File: src/ssc_pkg.sv
// Package with register map, fields, modes and states of the serial port.
package ssc_pkg;
  // Register offsets on the plain register port.
  localparam logic [2:0] OFF_CTRL = 3'h0;
  localparam logic [2:0] OFF_SEQ = 3'h1;
  localparam logic [2:0] OFF_STAT = 3'h2;
  localparam logic [2:0] OFF_BUF = 3'h3;
  localparam logic [2:0] OFF_ADDR = 3'h4;
  localparam logic [2:0] OFF_IRQ = 3'h5;
  localparam logic [2:0] OFF_DIR = 3'h6;
  // Field positions.
  localparam int SEQ_START = 0;
  localparam int SEQ_RESTART = 1;
  localparam int SEQ_STOP = 2;
  localparam int SEQ_RECV = 3;
  localparam int SEQ_ACKGO = 4;
  localparam int SEQ_ACKVAL = 5;
  localparam int CTRL_EN = 5;
  localparam int CTRL_OV = 6;
  localparam int STAT_BF = 0;
  localparam int IRQ_PORT = 3;
  localparam int DIR_SCL = 3;
  localparam int DIR_SDA = 4;
  // Reset values.
  localparam logic [7:0] RST_CTRL = 8'h00;
  localparam logic [7:0] RST_SEQ = 8'h00;
  localparam logic [7:0] RST_ADDR = 8'h00;
  localparam logic [7:0] RST_DIR = 8'hff;
  // Mode codes in the low nibble of the control register.
  localparam logic [3:0] MODE_S7 = 4'h6;
  localparam logic [3:0] MODE_S10 = 4'h7;
  localparam logic [3:0] MODE_MST = 4'h8;
  localparam logic [3:0] MODE_FWM = 4'hb;
  localparam logic [3:0] MODE_S7SP = 4'he;
  localparam logic [3:0] MODE_S10SP = 4'hf;
  localparam logic [3:0] BITS_PER_BYTE = 4'h8;
  // Last master phase index per bit: the SCL period is four quarter ticks.
  localparam logic [1:0] QUARTERS = 2'h3;
  // Master sequencer states.
  typedef enum logic [6:0] {
    SSC_IDLE  = 7'h01,
    SSC_START = 7'h02,
    SSC_RSTRT = 7'h04,
    SSC_STOP  = 7'h08,
    SSC_RECV  = 7'h10,
    SSC_ACK   = 7'h20,
    SSC_WRITE = 7'h40
  } ssc_state_t;
  // Register port request.
  typedef struct packed {
    logic [2:0] addr;
    logic [7:0] wdata;
    logic wr;
    logic rd;
  } ssc_req_t;
  // Pin drive set: output enables only, open drain pulls low.
  typedef struct packed {
    logic scl_oe;
    logic sda_oe;
  } ssc_pins_t;
endpackage
File: src/ssc_baud.sv
`timescale 1ns/1ps
// Quarter-bit tick divider for master mode.
module ssc_baud
  import ssc_pkg::*;
(
  input wire logic clk,
  input wire logic rst_n,
  input wire logic run,
  input wire logic [7:0] divide,
  output logic tick
);
  logic [7:0] cnt_r;

  // Ticks once every divide+1 clocks, so four ticks give Fosc/(4*(n+1)).
  always_ff @(posedge clk) begin
    if (!rst_n || !run || cnt_r == divide) begin
      cnt_r <= 8'h00;
    end else begin
      cnt_r <= cnt_r + 8'h01;
    end
  end

  assign tick = run && (cnt_r == divide); // RULE8
endmodule

File: src/ssc_i2c.sv
`timescale 1ns/1ps
// I2C master and slave control of the synchronous serial port.
// How it works
// RULE1: ack value bit drives SDA on ack
// RULE2: sequence bits launch bus actions, self clear
// RULE3: sequence bits ignored while not idle
// RULE4: buffer writes blocked while not idle
// RULE5: slave mode start bit enables stretching
// RULE6: port works only with enable bit set
// RULE7: four bit mode field selects mode
// RULE8: SCL equals clock over 4*(divider+1)
// RULE9: firmware master mode keeps slave idle
// RULE10: pins open drain when enabled, inputs
// RULE11: slave drives SDA when transmitting; the code drives SDA only for the slave ack, and s_tx_r drives nothing
// RULE12: slave flags interrupt on address match
// RULE13: start/stop modes flag start and stop
// RULE14: slave acks and loads buffer on match
// RULE15: ack withheld if full or overflow
// RULE16: withheld byte not stored, flag still set
// RULE17: buffer read clears full, overflow by write
// RULE18: slave shifts 8 bits, compares bits 7:1
// RULE19: stretch holds SCL low after receive
// RULE20: master receive clears after byte stored
module ssc_i2c
  import ssc_pkg::*;
(
  input wire logic CLK,
  input wire logic RST_N,
  input wire logic [2:0] ADDR,
  input wire logic [7:0] WDATA,
  input wire logic WR,
  input wire logic RD,
  output logic [7:0] RDATA,
  input wire logic SCL_IN,
  input wire logic SDA_IN,
  output logic SCL_OUT,
  output logic SCL_OE,
  output logic SDA_OUT,
  output logic SDA_OE
);
  ssc_req_t req;
  ssc_pins_t drv;
  ssc_state_t st_r;
  logic [7:0] ctrl_r, seq_r, addr_r, dir_r, buf_r, sh_r, msh_r;
  logic bf_r, irq_r, tick, scl_m_r, sda_m_r;
  logic [1:0] q_r;
  logic [3:0] mbit_r, sbit_r;
  logic scl_d_r, sda_d_r, s_act_r, s_ack_r, s_tx_r, s_data_r, stretch_r;
  logic en, is_mst, is_fwm, is_slv, is_sp, pins_ok, idle, buf_wr;
  logic scl_rise, scl_fall, s_start, s_stop, s_hit, s_byte, s_ok;
  logic m_done;

  assign req = '{addr: ADDR, wdata: WDATA, wr: WR, rd: RD};
  assign en = ctrl_r[CTRL_EN]; // RULE6
  // Mode decode from the control nibble.
  assign is_mst = en && ctrl_r[3:0] == MODE_MST; // RULE7
  assign is_fwm = en && ctrl_r[3:0] == MODE_FWM; // RULE7
  assign is_sp = ctrl_r[3:0] == MODE_S7SP || ctrl_r[3:0] == MODE_S10SP;
  assign is_slv = en && !is_fwm && (is_sp || ctrl_r[3:0] == MODE_S7 ||
                  ctrl_r[3:0] == MODE_S10); // RULE7 RULE9
  assign pins_ok = dir_r[DIR_SCL] && dir_r[DIR_SDA]; // RULE10 RULE11
  assign idle = st_r == SSC_IDLE && !(s_act_r && is_slv);
  assign buf_wr = req.wr && req.addr == OFF_BUF && idle; // RULE4

  ssc_baud u_baud (
    .clk(CLK),
    .rst_n(RST_N),
    .run(is_mst && st_r != SSC_IDLE),
    .divide(addr_r),
    .tick(tick)
  );

  // Control, address and direction registers.
  always_ff @(posedge CLK) begin
    if (!RST_N) begin
      ctrl_r <= RST_CTRL;
      addr_r <= RST_ADDR;
      dir_r <= RST_DIR;
    end else begin
      if (req.wr && req.addr == OFF_CTRL) begin
        ctrl_r <= req.wdata; // RULE17
      end
      // A refused byte meant for us sets overflow, winning over a write.
      if (s_byte && !s_ok && (s_data_r || s_hit)) begin
        ctrl_r[CTRL_OV] <= 1'b1;
      end
      if (req.wr && req.addr == OFF_ADDR) begin
        addr_r <= req.wdata;
      end
      if (req.wr && req.addr == OFF_DIR) begin
        dir_r <= req.wdata;
      end
    end
  end

  // Sequence bits: set only when idle outside slave mode, where the start bit is always writable; cleared by the sequencer.
  always_ff @(posedge CLK) begin
    if (!RST_N) begin
      seq_r <= RST_SEQ;
    end else begin
      if (req.wr && req.addr == OFF_SEQ) begin
        seq_r[7:5] <= req.wdata[7:5];
        if (is_slv) begin
          seq_r[SEQ_START] <= req.wdata[SEQ_START]; // RULE5
        end else if (idle) begin
          seq_r[4:0] <= req.wdata[4:0]; // RULE3
        end
      end
      // The self clear must not be lost to a write in the same cycle.
      if (m_done) begin
        seq_r[4:0] <= 5'h00; // RULE2 RULE20
      end
    end
  end

  // Master sequencer stepping on quarter ticks.
  always_ff @(posedge CLK) begin
    if (!RST_N || !is_mst) begin
      st_r <= SSC_IDLE;
      q_r <= 2'h0;
      mbit_r <= 4'h0;
      scl_m_r <= 1'b1;
      sda_m_r <= 1'b1;
      msh_r <= 8'h00;
    end else if (st_r == SSC_IDLE) begin
      q_r <= 2'h0;
      mbit_r <= 4'h0;
      if (seq_r[SEQ_START]) begin
        st_r <= SSC_START; // RULE2
      end else if (seq_r[SEQ_RESTART]) begin
        st_r <= SSC_RSTRT;
      end else if (seq_r[SEQ_STOP]) begin
        st_r <= SSC_STOP;
      end else if (seq_r[SEQ_RECV]) begin
        st_r <= SSC_RECV;
      end else if (seq_r[SEQ_ACKGO]) begin
        st_r <= SSC_ACK;
      end else if (buf_wr) begin
        st_r <= SSC_WRITE;
        msh_r <= req.wdata;
      end
    end else if (tick) begin
      q_r <= q_r + 2'h1;
      case (st_r)
        SSC_START: begin
          sda_m_r <= q_r < 2'h1;
          scl_m_r <= q_r < 2'h2;
        end
        SSC_RSTRT: begin
          sda_m_r <= q_r < 2'h2;
          scl_m_r <= q_r != 2'h0 && q_r < QUARTERS;
        end
        SSC_STOP: begin
          sda_m_r <= q_r >= 2'h2;
          scl_m_r <= q_r != 2'h0;
        end
        SSC_ACK: begin
          sda_m_r <= seq_r[SEQ_ACKVAL]; // RULE1
          scl_m_r <= q_r == 2'h1 || q_r == 2'h2;
        end
        SSC_RECV: begin
          sda_m_r <= 1'b1;
          scl_m_r <= q_r == 2'h1 || q_r == 2'h2;
          if (q_r == 2'h2) begin
            msh_r <= {msh_r[6:0], SDA_IN};
          end
        end
        SSC_WRITE: begin
          sda_m_r <= mbit_r < BITS_PER_BYTE ? msh_r[7] : 1'b1;
          scl_m_r <= q_r == 2'h1 || q_r == 2'h2;
          if (q_r == QUARTERS && mbit_r < BITS_PER_BYTE) begin
            msh_r <= {msh_r[6:0], 1'b0};
          end
        end
        default: begin
          scl_m_r <= 1'b1;
          sda_m_r <= 1'b1;
        end
      endcase
      if (q_r == QUARTERS) begin
        mbit_r <= mbit_r + 4'h1;
        if (m_done) begin
          st_r <= SSC_IDLE;
        end
      end
    end
  end

  // A sequence ends after one bit slot, a byte after eight or nine.
  always_comb begin
    m_done = 1'b0;
    if (tick && q_r == QUARTERS) begin
      case (st_r)
        SSC_RECV: m_done = mbit_r == BITS_PER_BYTE - 4'h1; // RULE20
        SSC_WRITE: m_done = mbit_r == BITS_PER_BYTE;
        SSC_IDLE: m_done = 1'b0;
        default: m_done = 1'b1; // RULE2
      endcase
    end
  end

  // Slave bus watcher: edges, start and stop detection.
  assign scl_rise = SCL_IN && !scl_d_r;
  assign scl_fall = !SCL_IN && scl_d_r;
  assign s_start = SCL_IN && scl_d_r && sda_d_r && !SDA_IN;
  assign s_stop = SCL_IN && scl_d_r && !sda_d_r && SDA_IN;
  assign s_byte = is_slv && scl_fall && sbit_r == BITS_PER_BYTE && !s_ack_r;
  assign s_hit = sh_r[7:1] == addr_r[6:0]; // RULE18
  assign s_ok = !bf_r && !ctrl_r[CTRL_OV] && (s_data_r || s_hit); // RULE15

  always_ff @(posedge CLK) begin
    if (!RST_N) begin
      scl_d_r <= 1'b1;
      sda_d_r <= 1'b1;
    end else begin
      scl_d_r <= SCL_IN;
      sda_d_r <= SDA_IN;
    end
  end

  // Slave byte engine.
  always_ff @(posedge CLK) begin
    if (!RST_N || !is_slv || s_stop) begin
      s_act_r <= 1'b0;
      sbit_r <= 4'h0;
      sh_r <= 8'h00;
      s_ack_r <= 1'b0;
      s_tx_r <= 1'b0;
      s_data_r <= 1'b0;
      stretch_r <= 1'b0;
    end else if (s_start) begin
      s_act_r <= 1'b1;
      sbit_r <= 4'h0;
      s_data_r <= 1'b0;
      s_tx_r <= 1'b0;
    end else if (s_act_r) begin
      if (scl_rise && sbit_r < BITS_PER_BYTE) begin
        sh_r <= {sh_r[6:0], SDA_IN}; // RULE18
        sbit_r <= sbit_r + 4'h1;
      end
      // Count nine marks the ack slot, so a refused byte is seen once.
      if (s_byte) begin
        s_ack_r <= s_ok; // RULE14 RULE15
        sbit_r <= BITS_PER_BYTE + 4'h1;
        if (!s_data_r && s_ok) begin
          s_tx_r <= sh_r[0];
        end
        if (!s_ok && !s_data_r) begin
          s_act_r <= 1'b0;
        end
      end else if (sbit_r == BITS_PER_BYTE + 4'h1 && scl_fall) begin
        s_ack_r <= 1'b0;
        s_data_r <= 1'b1;
        sbit_r <= 4'h0;
        // Stretch starts as the ack slot ends, never inside it.
        stretch_r <= seq_r[SEQ_START] && s_ack_r; // RULE19
      end
      if (req.rd && req.addr == OFF_BUF) begin
        stretch_r <= 1'b0;
      end
    end
  end

  // Receive buffer and buffer-full flag; a set wins over a read.
  always_ff @(posedge CLK) begin
    if (!RST_N) begin
      buf_r <= 8'h00;
      bf_r <= 1'b0;
    end else begin
      if (s_byte && s_ok) begin
        buf_r <= sh_r; // RULE14 RULE16
        bf_r <= 1'b1;
      end else if (m_done && st_r == SSC_RECV) begin
        buf_r <= msh_r; // RULE20
        bf_r <= 1'b1;
      end else if (buf_wr) begin
        buf_r <= req.wdata;
      end else if (req.rd && req.addr == OFF_BUF) begin
        bf_r <= 1'b0; // RULE17
      end
    end
  end

  // Port interrupt flag; hardware set wins over a software write.
  always_ff @(posedge CLK) begin
    if (!RST_N) begin
      irq_r <= 1'b0;
    end else if ((s_byte && (s_data_r || s_hit)) || m_done ||
                 (is_slv && is_sp && (s_start || s_stop))) begin
      irq_r <= 1'b1; // RULE12 RULE13 RULE16
    end else if (req.wr && req.addr == OFF_IRQ) begin
      irq_r <= req.wdata[IRQ_PORT];
    end
  end

  // Read data, valid in the cycle after the read strobe.
  always_ff @(posedge CLK) begin
    if (!RST_N) begin
      RDATA <= 8'h00;
    end else if (req.rd) begin
      case (req.addr)
        OFF_CTRL: RDATA <= ctrl_r;
        OFF_SEQ: RDATA <= seq_r;
        OFF_STAT: RDATA <= {7'h00, bf_r};
        OFF_BUF: RDATA <= buf_r;
        OFF_ADDR: RDATA <= addr_r;
        OFF_IRQ: RDATA <= {4'h0, irq_r, 3'h0};
        OFF_DIR: RDATA <= dir_r;
        default: RDATA <= 8'h00;
      endcase
    end
  end

  // Open-drain drive: enable pulls the pin low.
  always_comb begin
    drv.scl_oe = 1'b0;
    drv.sda_oe = 1'b0;
    if (en && pins_ok) begin // RULE10
      if (is_mst) begin
        drv.scl_oe = !scl_m_r;
        drv.sda_oe = !sda_m_r; // RULE1 RULE2
      end else if (is_slv) begin
        drv.sda_oe = s_ack_r; // RULE14 RULE11
        drv.scl_oe = stretch_r && !SCL_IN; // RULE19 RULE5
      end
    end
  end
  assign SCL_OE = drv.scl_oe;
  assign SDA_OE = drv.sda_oe;
  assign SCL_OUT = 1'b0;
  assign SDA_OUT = 1'b0;

  a_seq_ignore: assert property (@(posedge CLK) disable iff (!RST_N) // RULE3
    (req.wr && req.addr == OFF_SEQ && !idle && !is_slv && !m_done)
      |=> seq_r[4:0] == $past(seq_r[4:0]))
    else $error("Sequence bit set while busy.");
  a_full_set: assert property (@(posedge CLK) disable iff (!RST_N) // RULE14
    (s_byte && s_ok) |=> bf_r && buf_r == $past(sh_r))
    else $error("Matched byte not stored.");
  a_nack_keep: assert property (@(posedge CLK) disable iff (!RST_N) // RULE16
    (s_byte && !s_ok && !is_mst) |=> buf_r == $past(buf_r) && irq_r ||
      !$past(s_data_r || s_hit))
    else $error("Refused byte changed buffer.");
  a_bf_read: assert property (@(posedge CLK) disable iff (!RST_N) // RULE17
    (req.rd && req.addr == OFF_BUF && !s_byte && !m_done) |=> !bf_r)
    else $error("Buffer read kept full flag.");
  a_buf_block: assert property (@(posedge CLK) disable iff (!RST_N) // RULE4
    (req.wr && req.addr == OFF_BUF && !idle && !s_byte && !m_done)
      |=> buf_r == $past(buf_r))
    else $error("Buffer written while busy.");
  a_pins_off: assert property (@(posedge CLK) disable iff (!RST_N) // RULE6
    !en |-> !SCL_OE && !SDA_OE)
    else $error("Pins driven while disabled.");
  a_fwm_quiet: assert property (@(posedge CLK) disable iff (!RST_N) // RULE9
    is_fwm |-> !SDA_OE && !s_act_r)
    else $error("Slave active in firmware master mode.");
  a_ack_low: assert property (@(posedge CLK) disable iff (!RST_N) // RULE1
    (st_r == SSC_ACK && tick && q_r == 2'h1 && pins_ok)
      |=> SDA_OE == !seq_r[SEQ_ACKVAL])
    else $error("Ack value not driven.");
endmodule

File: config.mk
export PLATFORM = sky130hd
export DESIGN_NAME = ssc_i2c
export DESIGN_NICKNAME = d
export VERILOG_FILES = /design/src/ssc_pkg.sv /design/src/ssc_baud.sv /design/src/ssc_i2c.sv
export SDC_FILE = /design/constraint.sdc
export NUM_CORES = 1
export LEC_CHECK = 0
export BUFFER_PORTS_ARGS = -buffer_cell sky130_fd_sc_hd__buf_4
export CAP_MARGIN = 40
export CORE_AREA = 2 2 135 137
export CTS_CLUSTER_DIAMETER = 80
export DETAILED_ROUTE_END_ITERATION = 16
export DIE_AREA = 0 0 137 139
export PLACE_DENSITY = 0.49
export SLEW_MARGIN = 20
export SYNTH_ARGS = -nofsm -noshare
export SYNTH_HDL_FRONTEND = slang
export SYNTH_HIERARCHICAL = 1
export SYNTH_SLANG_ARGS = --single-unit
File: constraint.sdc
create_clock -name CLK -period 2.45 [get_ports CLK]
set_input_delay 0 -clock CLK [delete_from_list [all_inputs] [get_ports CLK]]
set_output_delay 0 -clock CLK [all_outputs]
set_load 0.03 [all_outputs]
==> results.json, run 1 <==
{
  "status": "complete, no violations",
  "synth_ff_type": "dfxtp_1",
  "antennaDiodeCount": 0,
  "arrival_ps": 2610,
  "first_iter_violations": 409,
  "io_pins": 29,
  "setup_tns_ps": 0,
  "setup_viol": 0,
  "grtUsageTotal_pct": 17.4,
  "drv_slew": 0,
  "clockBufferDepth": 2,
  "period_needed_ps": 2380,
  "final_cell_mix": "dfxtp_1, nand2_1, buf_4",
  "crit_type": "reg2reg",
  "maxCapViolCount": 0,
  "syn2layout_area_growth_pct": 21.3,
  "placeableCoreArea_um2": 17700,
  "synth-compound-area-share_pct": 19.7,
  "initial_core_util_pct": 29.5,
  "die_y_um": 139,
  "fin_nets": 689,
  "synth-seq-cells": 99,
  "power.leakage_nw": 2.30,
  "fin_util_pct": 35.8,
  "skew_ps": 9.14,
  "grt_max_degree": 37,
  "powerDensity_nw_per_um2": 562,
  "combPwrFrac_pct": 8.1,
  "critPathMaxFanout": 9,
  "finalHoldViolations": 0,
  "synthArstFlopShare_pct": 0,
  "p_clk_share_pct": 45.4,
  "critPathCaptureType": "register",
  "die_w_um": 137,
  "dieArea_um2": 19000,
  "met1_usage_pct": 23.4,
  "slew_headroom_pct": 46.4,
  "final_cells": 896,
  "use_met2_pct": 27.9,
  "grt_pass1_wl_mm": 25.7,
  "cts_root_buf": "clkbuf_16",
  "synth_top_family_by_area": "simple AND/OR/NAND/NOR gates",
  "critPathSlowestCell": "or4_1",
  "cp-start-kind": "register",
  "drive_above_1_share_pct": 14.8,
  "vias": 4758,
  "critPathRequiredTime_ps": 2680,
  "port-buffer-count": 26,
  "p_sw_w": 0.000846,
  "cts_made_buffers": 9,
  "fillers": 1826,
  "gp_congestion": 0.869,
  "dp.cells": 866,
  "ys_warn_count": 6,
  "layout_commonest_cell": "dfxtp_1",
  "synth_xor_area_share_pct": 4.68,
  "syn_area_um2": 5210,
  "post_cts_buffers": 0,
  "worstPathCellList": "or4_1, nor2_2, and3_2, nand2_1, or4_4, o221ai_1, a21oi_1",
  "wl_per_cell_um": 18.1,
  "hold_depth": 5,
  "dpl.hpwl_mm": 12.0,
  "synth.area.mux_share_pct": 6.99,
  "cts_tree": "built",
  "synth_edf_count": 0,
  "wl_mm": 16.2,
  "synth-simple-area-share_pct": 23.6,
  "cpPeakStageDelay_ps": 590,
  "firstDrtPassIters": 5,
  "syn_avg_cell_area_um2": 8.60,
  "synth_fa_ha_area_share_pct": 2.40,
  "ir_drop_mv": 0.342,
  "internal_power_w": 0.00271,
  "vias_per_cell": 5.31,
  "switching_share_pct": 23.8,
  "route.detailed.drc": 0,
  "dp_slack_ps": 27.7,
  "synth_cell_types": 66,
  "grt_remaining_overflow": 0,
  "clock_sinks": 99,
  "r2r_cells": 7,
  "antenna_left": 0,
  "reg2reg_setup_slack_ps": 70,
  "fin_ws_ps": 69.3,
  "postLayoutCellArea_um2": 6320,
  "syn-instance-count": 606,
  "seqPwrFrac_pct": 46.5,
  "min_path_type": "in2reg",
  "path_clk_slew_ps": 70,
  "fmax_mhz": 420,
  "tightest_slew_ps": 796,
  "grt_use_met3_pct": 3.84,
  "placed_area_um2": 5830,
  "busiest_layer": "met2",
  "ys_seq_area_share_pct": 38.0,
  "insertion_delay_ps": 360,
  "first_global_vias": 4532,
  "final.period_utilization_pct": 97.2,
  "antenna_found_initial": 0,
  "htreeDepth": 3,
  "rows": 49
}
## critical path, delay by kind of cell, from the launching register on
family	cells	cell delay (ps)
simple gates	5	1560
compound gates	2	390
flops	1	310
## cell families (layout without fill, tap and decap cells)
group | after synthesis | after routing
other | 1 | 2
flip-flops | 99 | 99
adder cells (fa/ha/maj) | 10 | 10
AND/OR/NAND/NOR | 237 | 237
buffers and inverters | 51 | 111
XOR/XNOR | 27 | 27
multiplexers | 36 | 36
AO/OA/AOI/OAI | 145 | 145
## power groups by stage
stage                     logic (W)  clock network (W)  registers (W)
after CTS                  0.000283            0.00165        0.00165
after global routing       0.000308            0.00170        0.00165
after detailed placement   0.000264                  0        0.00169
after floorplan            0.000143                  0        0.00170
after global placement     0.000262                  0        0.00169
final                      0.000286            0.00161        0.00165
## final timing paths
check                                             from                     end
worst max-delay path            ctrl_r[0]$_SDFFE_PN0P_   buf_r[3]$_SDFFE_PN0P_
worst min-delay path                                WR       bf_r$_SDFFE_PN0P_
worst max register to register  ctrl_r[0]$_SDFFE_PN0P_   buf_r[3]$_SDFFE_PN0P_
worst min register to register  ctrl_r[7]$_SDFFE_PN0P_  ctrl_r[7]$_SDFFE_PN0P_
## Yosys cell counts, types with 3 or more instances
| cell type | count | area, um2 |
|---|---|---|
| and2_1 | 4 | 25.0 |
| nor2_1 | 41 | 154 |
| inv_1 | 12 | 45.0 |
| dfxtp_1 | 99 | 1980 |
| a32o_1 | 4 | 40.0 |
| ha_1 | 10 | 125 |
| nor4b_1 | 5 | 43.8 |
| nand2_1 | 90 | 338 |
| or3_1 | 5 | 31.3 |
| nor3b_1 | 4 | 30.0 |
| buf_2 | 4 | 20.0 |
| o41ai_1 | 10 | 87.6 |
| buf_4 | 4 | 30.0 |
| a221oi_1 | 5 | 43.8 |
| and3_1 | 5 | 31.3 |
| mux2i_1 | 33 | 330 |
| a311oi_1 | 4 | 35.0 |
| xor2_1 | 18 | 158 |
| o21ai_1 | 5 | 25.0 |
| nor4_4 | 3 | 63.8 |
| a211oi_1 | 14 | 105 |
| xnor2_1 | 8 | 70.1 |
| buf_6 | 3 | 33.8 |
| a22oi_1 | 13 | 97.6 |
| nand4b_1 | 3 | 26.3 |
| buf_1 | 4 | 15.0 |
| nand3b_1 | 4 | 30.0 |
| o221ai_1 | 14 | 123 |
| nor2b_1 | 17 | 106 |
| nand4_1 | 4 | 25.0 |
| nand3_1 | 19 | 95.1 |
| a31oi_1 | 5 | 31.3 |
| a32oi_1 | 3 | 26.3 |
| a21boi_1 | 12 | 90.1 |
| nor3_1 | 9 | 45.0 |
| a21oi_1 | 30 | 150 |
| o21ai_0 | 13 | 65.1 |
| nor4_1 | 4 | 25.0 |
| nand2b_1 | 6 | 37.5 |
| clkbuf_1 | 23 | 86.3 |
## metrics by stage
step                power (W)  hold slack [ps]
finish                0.00355              163
detailed placement    0.00195              251
global route          0.00367              181
CTS                   0.00359              151
floorplan             0.00184             92.2
global placement      0.00195              238
## per-layer routing
layer  wire length [um]  up-vias
met1               7560     2292
met5                  0        -
li1                   -     2318
met4                354        0
met2               7470      125
met3                797       23
## registers in the layout, summed over array words and instances, names as in the netlist, 2 cells and up
| register | count |
|---|---|
| addr_r | 8 |
| sbit_r | 4 |
| st_r | 7 |
| mbit_r | 4 |
| ctrl_r | 8 |
| dir_r | 8 |
| msh_r | 8 |
| sh_r | 8 |
| seq_r | 8 |
| q_r | 2 |
| u_baud/cnt_r | 8 |
| RDATA | 8 |
| buf_r | 8 |
## cell type report
type	count	area, um2	area share, %
tap	229	287	4.53
inverter	13	48.8	0.772
clock inverter	5	83.8	1.33
multi-input combinational	457	3020	47.7
timing repair buffer	82	651	10.3
sequential	99	1980	31.4
clock buffer	11	253	4.00
## repair_timing
item                                    4_1_cts  5_1_grt
endpoints found under the hold margin        28        0
hold buffers                                 14        0
resized for setup                             0        5
endpoints found under the setup margin        0       27
No activity file was read; power rests on OpenSTA's default activity.
==> inputs of run 2 (changes only) <==
Settings changed: CAP_MARGIN 40 to default, REMOVE_ABC_BUFFERS from default to 1.
==> run 2 against run 1 <==
Effect of this change: die area unchanged; global-route usage down 0.090 points; non-clock buffer count fell by 3; critical path type unchanged; core utilization shrank 0.40 points; largest cell class unchanged; clock skew barely moved; clock power down 11%; flip-flop and latch count stayed put; maximum frequency rose by 1.1%; highest routed layer unchanged; first-iteration DRC count down 2.9%; worst setup slack better by 27 ps; critical path depth unchanged.
==> results.json, run 2 (synthesis results as in run 1) <==
{
  "setup_viol": 0,
  "maxCapViolCount": 0,
  "grt_pass1_wl_mm": 25.4,
  "vias": 4755,
  "slew_headroom_pct": 57.5,
  "tightest_slew_ps": 631,
  "fin_ws_ps": 96.0,
  "period_needed_ps": 2350,
  "first_global_vias": 4618,
  "drv_slew": 0,
  "cts_root_buf": "clkbuf_16",
  "die_y_um": 139,
  "dieArea_um2": 19000,
  "htreeDepth": 3,
  "firstDrtPassIters": 5,
  "finalHoldViolations": 0,
  "min_path_type": "in2reg",
  "cp-start-kind": "register",
  "grt_remaining_overflow": 0,
  "placeableCoreArea_um2": 17700,
  "clock_sinks": 99,
  "cts_made_buffers": 9,
  "crit_type": "reg2reg",
  "powerDensity_nw_per_um2": 538,
  "setup_tns_ps": 0,
  "clockBufferDepth": 2,
  "drive_above_1_share_pct": 14.0,
  "cts_tree": "built",
  "whs_ps": 25.3,
  "wl_per_cell_um": 18.0,
  "critPathRequiredTime_ps": 2690,
  "io_pins": 29,
  "rsz0062_at_grt": "false",
  "arrival_ps": 2590,
  "layout_commonest_cell": "dfxtp_1",
  "antenna_left": 0,
  "gp_congestion": 0.912,
  "final.period_utilization_pct": 96.1,
  "first_iter_violations": 397,
  "grtUsageTotal_pct": 17.3,
  "port-buffer-count": 26,
  "skew_ps": 8.64,
  "die_w_um": 137,
  "dpl.hpwl_mm": 12.0,
  "rows": 49,
  "final_cell_mix": "dfxtp_1, nand2_1, buf_4",
  "status": "complete, no violations",
  "initial_core_util_pct": 29.5,
  "antenna_found_initial": 0,
  "ir_drop_mv": 0.406,
  "dp_slack_ps": 77.0,
  "fin_util_pct": 35.4,
  "insertion_delay_ps": 360,
  "antennaDiodeCount": 0,
  "fin_nets": 686,
  "fmax_mhz": 425,
  "grt_max_degree": 32,
  "critPathMaxFanout": 9,
  "wl_mm": 16.0,
  "critPathCaptureType": "register",
  "power.leakage_nw": 2.26,
  "path_clk_slew_ps": 70,
  "vias_per_cell": 5.34,
  "route.detailed.drc": 0,
  "fillers": 1856,
  "syn2layout_area_growth_pct": 19.9
}
run 2: final timing paths:
kind | cells past startpoint | end | start | slack, ps
max | 7 | buf_r[7]$_SDFFE_PN0P_ | ctrl_r[0]$_SDFFE_PN0P_ | 100
min | 3 | buf_r[5]$_SDFFE_PN0P_ | RST_N | 30
max reg2reg | 7 | buf_r[7]$_SDFFE_PN0P_ | ctrl_r[0]$_SDFFE_PN0P_ | 100
min reg2reg | 2 | RDATA[0]$_SDFFE_PN0P_ | RDATA[0]$_SDFFE_PN0P_ | 460
run 2: per-layer routing:
layer / track usage [%] / part of all wire [%] / up-vias
li1: - / - / 2318
met1: 23.4 / 47 / 2276
met2: 26.7 / 45 / 130
met3: 3.47 / 4.9 / 31
met4: 7.43 / 3.0 / 0
met5: 0 / 0 / -
run 2: what timing repair did:
| item | 4_1_cts | 5_1_grt |
|---|---|---|
| hold buffers | 13 | 0 |
| hold endpoints to repair | 26 | 0 |
| buffers inserted | 0 | 0 |
| endpoints found under the setup margin | 0 | 14 |
| resized for setup | 0 | 5 |
run 2: worst max-delay path: stages, from the launching register on:
cell and delay [ps]:
dfxtp_1 310, or4_1 580, nor2_1 210, and3_4 240
nand2_1 70, or4_4 500, o221ai_1 220, a21oi_1 100
run 2: power breakdown:
| part | internal [W] | switching, W | leakage, nW |
|---|---|---|---|
| clock | 0.000810 | 0.000623 | 0.135 |
| sequential | 0.00163 | 0.0000208 | 0.801 |
| combinational | 0.000114 | 0.000163 | 1.33 |
run 2: stage by stage:
step                instances  power, W  area [um2]
floorplan                 569   0.00182        5030
global placement          864   0.00195        5810
detailed placement        864   0.00195        5810
CTS                       891   0.00341        6230
global route              891   0.00349        6250
finish                    891   0.00336        6250
run 2: area by class of cell:
type                            count  area (um2)  share of cell area, %
Clock buffer                       12         246                   3.94
Clock inverter                      2        37.5                  0.600
Inverter                           13        48.8                  0.781
Multi-Input combinational cell    457        3020                   48.4
Sequential cell                    99        1980                   31.7
Tap cell                          229         287                   4.58
Timing Repair Buffer               79         626                   10.0
